`src/core/tsa_pkg.sv`:
```
// Register map, reset values and field positions of the thermal shutdown and alert mask block
package tsa_pkg;
  // ----------------------------------------
  // Register offsets
  // ----------------------------------------
  localparam logic [7:0] OFS_SCRATCH_A = 8'h11;
  localparam logic [7:0] OFS_SCRATCH_B = 8'h12;
  localparam logic [7:0] OFS_EXT1_LIMIT = 8'h19;
  localparam logic [7:0] OFS_EXT2_LIMIT = 8'h1A;
  localparam logic [7:0] OFS_FAULT_FLAGS = 8'h1B;
  localparam logic [7:0] OFS_LINK_CFG = 8'h1D;
  localparam logic [7:0] OFS_HW_LIMIT = 8'h1E;
  localparam logic [7:0] OFS_ALERT_MASK = 8'h1F;
  localparam logic [7:0] OFS_INT_LIMIT = 8'h20;
  localparam logic [7:0] OFS_HYST = 8'h21;
  localparam logic [7:0] OFS_EXT3_LIMIT = 8'h30;
  localparam logic [7:0] OFS_IRQ_STATUS = 8'h40;
  localparam logic [7:0] OFS_IRQ_MASK = 8'h41;
  localparam logic [7:0] OFS_RANGE_CFG = 8'h42;
  localparam logic [7:0] OFS_CRIT_STATUS = 8'h43;

  // ----------------------------------------
  // Reset values and fixed figures
  // ----------------------------------------
  localparam logic [7:0] RST_ZERO = 8'h00;
  localparam logic [7:0] RST_LIMIT = 8'h55;
  localparam logic [7:0] RST_HYST = 8'h0A;
  localparam logic [7:0] HW_HYST = 8'h0A;
  localparam logic [7:0] RANGE_OFFSET = 8'h40;
  localparam logic [7:0] RANGE_TOP = 8'hBF;
  localparam logic [7:0] CODE_MAX = 8'hFF;

  // ----------------------------------------
  // Field positions
  // ----------------------------------------
  localparam int NUM_CH = 4;
  localparam int CH_INT = 0;
  localparam int CH_EXT1 = 1;
  localparam int CH_EXT2 = 2;
  localparam int CH_EXT3 = 3;
  localparam int RANGE_BIT = 0;
  localparam int IRQ_CRIT_LSB = 0;
  localparam int IRQ_FAULT_LSB = 4;
  localparam int IRQ_W = 7;
endpackage

```
`src/core/tsa_trip.sv`:
```
// Over-limit detector with hysteresis release for one temperature channel
`timescale 1ns/1ns
module tsa_trip
  import tsa_pkg::*;
(
  input wire logic sys_clk,
  input wire logic nrst,
  input wire logic [7:0] temp,
  input wire logic [7:0] limit,
  input wire logic [7:0] hyst,
  output logic trip
);
  typedef struct packed
  {
    logic trip;
  } tsa_trip_s;

  tsa_trip_s s_q;
  tsa_trip_s s_d;
  logic below;

  // Nine bits so that limit minus hysteresis never wraps below zero
  assign below = ({1'b0, temp} + {1'b0, hyst}) < {1'b0, limit};

  always_comb
  begin
    s_d = s_q;
    if (temp > limit)
    begin
      s_d.trip = 1'b1;
    end
    else if (below)
    begin
      s_d.trip = 1'b0;
    end
  end

  always_ff @(posedge sys_clk or negedge nrst)
  begin
    if (!nrst)
    begin
      s_q <= '0;
    end
    else
    begin
      s_q <= s_d;
    end
  end

  assign trip = s_q.trip;
endmodule

```
`src/core/tsa_core.sv`:
```
// Critical temperature shutdown, diode fault flags, alert masking and scratchpad registers
`timescale 1ns/1ns
// Overview of operation
// - Two 8-bit scratch registers, reset zero, read back last written value.
// - One critical limit per channel, each resetting to 85 degrees.
// - Critical status bit set when reading strictly exceeds limit, linked or not.
// - Link register bits 3..0 let ext3, ext2, ext1, internal drive shutdown.
// - Linked shutdown holds until reading drops below limit minus shared hysteresis.
// - Shutdown asserts from linked channels or hardware limit, either alone.
// - Fault flags bits 3..1 record which external diode reported a fault.
// - Reading the fault flag register returns it, then clears every flag whose diode reports no fault in that cycle.
// - Read-only hardware limit comes from straps, encoded in selected range format.
// - External 1 above hardware limit asserts shutdown, releases below limit minus 10 degrees.
// - Mask register bits 3..0 stop the matching channel from asserting alert.
// - Masked external channel raises no alert for out-of-limit or diode fault.
// - Mask bits never affect the shutdown output.
// - Internal mask bit only covers internal out-of-limit; internal has no fault.
// - Range bit clear selects plain binary, set selects offset binary from -64.
// - Shutdown output is active low.
module tsa_core
  import tsa_pkg::*;
(
  input wire logic sys_clk,
  input wire logic nrst,
  input wire logic [7:0] reg_addr,
  input wire logic [7:0] reg_wdata,
  input wire logic reg_wr,
  input wire logic reg_rd,
  output logic [7:0] reg_rdata,
  input wire logic [7:0] temp_int,
  input wire logic [7:0] temp_ext1,
  input wire logic [7:0] temp_ext2,
  input wire logic [7:0] temp_ext3,
  input wire logic [3:0] out_of_limit,
  input wire logic [3:1] diode_fault_in,
  input wire logic [7:0] hw_limit_strap,
  output logic system_shutdown_out_n,
  output logic alert_out_n,
  output logic irq
);
  // ----------------------------------------
  // State
  // ----------------------------------------
  typedef struct packed
  {
    logic [7:0] scr_a;
    logic [7:0] scr_b;
    logic [NUM_CH-1:0][7:0] lim;
    logic [7:0] hyst;
    logic [3:0] link;
    logic [3:0] amask;
    logic [3:1] flt;
    logic range;
    logic [7:0] strap;
    logic strap_ok;
    logic [3:0] crit_prev;
    logic [IRQ_W-1:0] ists;
    logic [IRQ_W-1:0] imask;
    logic alert_n;
    logic shdn_n;
    logic [7:0] rdata;
  } tsa_state_s;

  tsa_state_s s_q;
  tsa_state_s s_d;
  logic [NUM_CH-1:0][7:0] temps;
  logic [NUM_CH-1:0] trip;
  logic [NUM_CH-1:0] crit_now;
  logic hw_trip;
  logic [7:0] hw_limit;

  localparam tsa_state_s RST_STATE = '{
    scr_a: RST_ZERO,
    scr_b: RST_ZERO,
    lim: {RST_LIMIT, RST_LIMIT, RST_LIMIT, RST_LIMIT},
    hyst: RST_HYST,
    link: 4'h0,
    amask: 4'h0,
    flt: 3'h0,
    range: 1'b0,
    strap: RST_ZERO,
    strap_ok: 1'b0,
    crit_prev: 4'h0,
    ists: 7'h00,
    imask: 7'h00,
    alert_n: 1'b1,
    shdn_n: 1'b1,
    rdata: RST_ZERO
  };

  // Strap value in degrees, re-encoded in the active format
  function automatic logic [7:0] enc_hw(input logic [7:0] deg, input logic rng);
    logic [7:0] r;
    r = deg;
    if (rng)
    begin
      r = (deg > RANGE_TOP) ? CODE_MAX : 8'(deg + RANGE_OFFSET);
    end
    return r;
  endfunction

  function automatic logic [7:0] rd_mux(input tsa_state_s s, input logic [7:0] a,
                                        input logic [7:0] hw, input logic [3:0] cs);
    logic [7:0] r;
    r = RST_ZERO;
    if (a == OFS_SCRATCH_A)
    begin
      r = s.scr_a;
    end
    else if (a == OFS_SCRATCH_B)
    begin
      r = s.scr_b;
    end
    else if (a == OFS_EXT1_LIMIT)
    begin
      r = s.lim[CH_EXT1];
    end
    else if (a == OFS_EXT2_LIMIT)
    begin
      r = s.lim[CH_EXT2];
    end
    else if (a == OFS_EXT3_LIMIT)
    begin
      r = s.lim[CH_EXT3];
    end
    else if (a == OFS_INT_LIMIT)
    begin
      r = s.lim[CH_INT];
    end
    else if (a == OFS_FAULT_FLAGS)
    begin
      r = {4'h0, s.flt, 1'b0};
    end
    else if (a == OFS_LINK_CFG)
    begin
      r = {4'h0, s.link};
    end
    else if (a == OFS_HW_LIMIT)
    begin
      r = hw;
    end
    else if (a == OFS_ALERT_MASK)
    begin
      r = {4'h0, s.amask};
    end
    else if (a == OFS_HYST)
    begin
      r = s.hyst;
    end
    else if (a == OFS_IRQ_STATUS)
    begin
      r = {1'b0, s.ists};
    end
    else if (a == OFS_IRQ_MASK)
    begin
      r = {1'b0, s.imask};
    end
    else if (a == OFS_RANGE_CFG)
    begin
      r = {7'h00, s.range};
    end
    else if (a == OFS_CRIT_STATUS)
    begin
      r = {4'h0, cs};
    end
    return r;
  endfunction

  // ----------------------------------------
  // Limit comparison
  // ----------------------------------------
  assign temps = {temp_ext3, temp_ext2, temp_ext1, temp_int};
  assign hw_limit = enc_hw(s_q.strap, s_q.range);

  // Unsigned compare serves both formats, provided limits follow the same format
  generate
    for (genvar c = 0; c < NUM_CH; c++)
    begin : g_ch
      assign crit_now[c] = temps[c] > s_q.lim[c];
      tsa_trip u_trip (
        .sys_clk(sys_clk),
        .nrst(nrst),
        .temp(temps[c]),
        .limit(s_q.lim[c]),
        .hyst(s_q.hyst),
        .trip(trip[c])
      );
    end
  endgenerate

  // Hardware limit uses a fixed hysteresis; inactive until the straps are caught
  tsa_trip u_hw_trip (
    .sys_clk(sys_clk),
    .nrst(nrst),
    .temp(s_q.strap_ok ? temp_ext1 : RST_ZERO),
    .limit(hw_limit),
    .hyst(HW_HYST),
    .trip(hw_trip)
  );

  // ----------------------------------------
  // Next state
  // ----------------------------------------
  always_comb
  begin
    s_d = s_q;
    // Straps are caught once after reset release
    if (!s_q.strap_ok)
    begin
      s_d.strap = hw_limit_strap;
      s_d.strap_ok = 1'b1;
    end
    if (reg_wr)
    begin
      if (reg_addr == OFS_SCRATCH_A)
      begin
        s_d.scr_a = reg_wdata;
      end
      else if (reg_addr == OFS_SCRATCH_B)
      begin
        s_d.scr_b = reg_wdata;
      end
      else if (reg_addr == OFS_EXT1_LIMIT)
      begin
        s_d.lim[CH_EXT1] = reg_wdata;
      end
      else if (reg_addr == OFS_EXT2_LIMIT)
      begin
        s_d.lim[CH_EXT2] = reg_wdata;
      end
      else if (reg_addr == OFS_EXT3_LIMIT)
      begin
        s_d.lim[CH_EXT3] = reg_wdata;
      end
      else if (reg_addr == OFS_INT_LIMIT)
      begin
        s_d.lim[CH_INT] = reg_wdata;
      end
      else if (reg_addr == OFS_LINK_CFG)
      begin
        s_d.link = reg_wdata[3:0];
      end
      else if (reg_addr == OFS_ALERT_MASK)
      begin
        s_d.amask = reg_wdata[3:0];
      end
      else if (reg_addr == OFS_HYST)
      begin
        s_d.hyst = reg_wdata;
      end
      else if (reg_addr == OFS_IRQ_STATUS)
      begin
        s_d.ists = s_q.ists & ~reg_wdata[IRQ_W-1:0];
      end
      else if (reg_addr == OFS_IRQ_MASK)
      begin
        s_d.imask = reg_wdata[IRQ_W-1:0];
      end
      else if (reg_addr == OFS_RANGE_CFG)
      begin
        s_d.range = reg_wdata[RANGE_BIT];
      end
      // Hardware limit offset takes no write path at all
    end
    if (reg_rd && reg_addr == OFS_FAULT_FLAGS)
    begin
      s_d.flt = 3'h0;
    end
    // A fault in the clearing cycle survives the read
    s_d.flt = s_d.flt | diode_fault_in;
    // Events set after the clear so that set wins
    s_d.ists[IRQ_CRIT_LSB +: NUM_CH] = s_d.ists[IRQ_CRIT_LSB +: NUM_CH] | (crit_now & ~s_q.crit_prev);
    s_d.ists[IRQ_FAULT_LSB +: 3] = s_d.ists[IRQ_FAULT_LSB +: 3] | diode_fault_in;
    s_d.crit_prev = crit_now;
    // Internal channel has no fault source, so its bit only gates out-of-limit
    s_d.alert_n = ~|(~s_q.amask & (out_of_limit | {s_q.flt, 1'b0}));
    // Mask bits take no part here
    s_d.shdn_n = ~(|(s_q.link & trip) | hw_trip);
    s_d.rdata = reg_rd ? rd_mux(s_q, reg_addr, hw_limit, crit_now) : RST_ZERO;
  end

  always_ff @(posedge sys_clk or negedge nrst)
  begin
    if (!nrst)
    begin
      s_q <= RST_STATE;
    end
    else
    begin
      s_q <= s_d;
    end
  end

  assign reg_rdata = s_q.rdata;
  assign system_shutdown_out_n = s_q.shdn_n;
  assign alert_out_n = s_q.alert_n;
  assign irq = |(s_q.ists & ~s_q.imask);
endmodule

```
`config.mk`:
```
export PLATFORM = sky130hd
export DESIGN_NAME = tsa_core
export DESIGN_NICKNAME = d
export VERILOG_FILES = /design/src/core/tsa_pkg.sv /design/src/core/tsa_trip.sv /design/src/core/tsa_core.sv
export SDC_FILE = /design/constraint.sdc
export NUM_CORES = 1
export LEC_CHECK = 0
export BUFFER_PORTS_ARGS = -buffer_cell sky130_fd_sc_hd__buf_2
export CORE_ASPECT_RATIO = 2
export CORE_MARGIN = 3
export CORE_UTILIZATION = 35
export DETAILED_ROUTE_END_ITERATION = 8
export HOLD_SLACK_MARGIN = 0.06
export PLACE_DENSITY = 0.55
export REMOVE_ABC_BUFFERS = 1
export SLEW_MARGIN = 20
export SYNTH_ARGS = -nofsm -noshare
export SYNTH_HDL_FRONTEND = slang
export SYNTH_SLANG_ARGS = --single-unit
```
`constraint.sdc`:
```
create_clock -name sys_clk -period 3.9 [get_ports sys_clk]
set_input_delay 0.585 -clock sys_clk [delete_from_list [all_inputs] [get_ports sys_clk]]
set_output_delay 0.585 -clock sys_clk [all_outputs]
set_load 0.02 [all_outputs]
```
==> metrics <==
pre-CTS setup slack=~0.21 ns; H-tree depth=3; Finished Cell Area=0.009170 mm²; number of buffer and inverter stages on the critical path=1; Ys Warns=0; largest net degree at the start of global routing=74; status=finished clean; GR Util met1=0.2139; commonest non-fill, non-tap cells in the layout=108 x ha_1, 89 x dfrtp_1, 76 x buf_2, 73 x mux2_2, 62 x a21oi_1; Total Wirelength=26.45 mm; hold_ws=0.3904 ns; clk sinks=110; GRT Util Overall=0.2124; Mapped Cells=roughly 850; crit share post-route=0.9237; number of synthesized flops with an enable pin=0; gr busiest metal=met2; #FFs+latches synth=110; global placer's final weighted congestion=roughly 1; Core Box Area=0.02293 mm²; arrival time worst endpoint=3.85 ns; first-pass GRT wire length=40.72 mm; CTS tree=done; Slowest cell on crit path=dfrtp_2; Post-Place Cells=1183; Tmin final=~3.6 ns; cells along the critical path=ha_1 -> fa_1 -> a21o_1 -> a21oi_1 -> nor2b_1 -> o21a_1 -> nor2_1 -> xnor2_1 -> ha_1 -> o211ai_1 -> inv_1 -> a2111oi_0 -> o311ai_0 -> a21o_1; Max Fanout on Critical Path=6; diode count=0; post-layout util=0.3998; router iterations before antenna repair=5; DRT iter0 DRCs=378; Worst Path Class, Setup=reg -> reg; Hold Buf Count CTS=0; Worst Tran Pin Value=0.9495 ns; post-CTS setup buffer count=0; PostCTS Resize Cnt=0; flop-to-flop setup slack=between 0.2 and 0.3 ns; Vias/cell=5.657; FF-to-FF End=g_ch[2].u_trip.trip; Initial Utilization=0.3601; Syn-to-layout area delta=11.05%; Die H=223.2 µm; Peak VDD IR=0.2166 mV; final antenna-violating net count=0; Tot Pwr=2.795 mW; final hold vios=0; Global Route met2 Usage=0.3998; Worst Skew=0.004311 ns; worst reg2reg startpoint=s_q[49]; required time worst endpoint=4.15 ns; Mean Syn Cell Area=9.681 µm²; min setup slack post-route=0.2975 ns; Rel. slew slack=0.3670; RSZ-0062 raised after global routing=false; final setup TNS=0 ns; delay-heaviest family, CP=compound AO/OA/AOI/OAI gates; total CTS buffers=9; largest stage delay on the critical path=0.51 ns; vias in the first global route=7168; R2R depth=14; Vias=6783; Final Max Slew Viols=0; Final Setup Violations=0; drt wl/cell=around 22 µm; crit start category=register; Top FF cell, synth=dfrtp_1; Fmax=277.6 MHz; DIE WIDTH=about 110 µm; clock root cell=clkbuf_16; global route total overflow=0; row count=78; area post-placement=0.008890 mm²; DRC viols=0; non-filler cells, final=approximately 1200; commonest non-fill, non-tap cell in the layout=ha_1; count of cell types in the netlist=67; CTS max path bufs=2; cell area power density=304.8 mW/mm²; share of cells above drive strength 1=0.2198; Max Cap Viol=0; global routing usage on met3=0.03122; post-synthesis sequential area ratio=0.3364; Final #Nets=1093; Async S/R FF share, synth=1.000; Clock Latency Late Sink=0.35 ns; initial antenna violation count=1; synthesized area=a little over 0.008 mm²; port buffer count=between 70 and 80; area of the die=0.02559 mm²; Lkg Pwr=4.366 nW; DP Wirelength=about 21 mm; Worst-path clk slew=~0.070 ns; crit end category=register; I/O pins=78; HP Class=in -> async
worst max path at each step:
stage | cells after the start | startpoint | endpoint
after floorplan | 14 | temp_ext2[0] | g_ch[2].u_trip.trip
after global placement | 15 | temp_ext2[0] | g_ch[2].u_trip.trip
after detailed placement | 15 | temp_ext1[0] | g_ch[1].u_trip.trip
after CTS | 14 | s_q[49] | g_ch[2].u_trip.trip
after global routing | 14 | s_q[49] | g_ch[1].u_trip.trip
final | 14 | s_q[49] | g_ch[2].u_trip.trip
power breakdown:
group / internal [mW] / switching, mW / leakage, nW
combinational: 0.271 / 0.358 / 2.89
sequential: 1.21 / 0.0737 / 1.34
clock: 0.466 / 0.412 / 0.138
per-layer routing:
metal | up-vias | share of wire
met2 | 184 | 0.55
li1 | 3234 | -
met3 | 78 | 0.040
met4 | 2 | 0.065
met5 | - | 0.00068
met1 | 3285 | 0.35
layout make-up:
cell class	instances	area, µm²
fill	2317	13760
multi-input combinational	652	5104
sequential	110	2779
tap	280	350.3
inverter	56	210.2
clock inverter	4	22.52
clock buffer	12	256.5
timing repair buffer	85	447.9
state kept, by name (all words and copies together) (netlist names):
name,cells
u_hw_trip.trip,1
s_q,95
g_ch.u_trip.trip,4
system_shutdown_out_n,1
reg_rdata,8
alert_out_n,1
cell families (layout without fill, tap and decap cells):
group,Yosys count,in the layout,synth area share
buffers and inverters,91,157,0.04561
adders and majority gates,112,112,0.1733
and+or+nand+nor,189,189,0.1200
DFF,110,110,0.3364
muxes,77,77,0.1044
xor gates and xnor gates,29,29,0.03076
other,1,1,0.0004541
AOI/OAI and AO/OA,244,244,0.1891
worst register-to-register path: stages, from the launching register on:
cell	delay, ns
dfrtp_2	0.51
ha_1	0.26
fa_1	0.41
a21o_1	0.18
a21oi_1	0.23
nor2b_1	0.09
o21a_1	0.17
nor2_1	0.11
xnor2_1	0.13
ha_1	0.26
o211ai_1	0.23
inv_1	0.06
a2111oi_0	0.43
o311ai_0	0.22
a21o_1	0.21
Yosys cell counts, types with 20 or more instances:
library cell / instances / share of area
ha_1: 108 / 0.16
dfrtp_1: 90 / 0.27
mux2_2: 73 / 0.10
a21oi_1: 62 / 0.038
o21ai_0: 58 / 0.035
inv_1: 56 / 0.025
nand2_1: 50 / 0.023
nor2_1: 34 / 0.015
a21o_1: 30 / 0.027
xnor2_1: 24 / 0.025
clkbuf_1: 22 / 0.010
dfstp_2: 20 / 0.064
(Power assumes the default switching activity.)
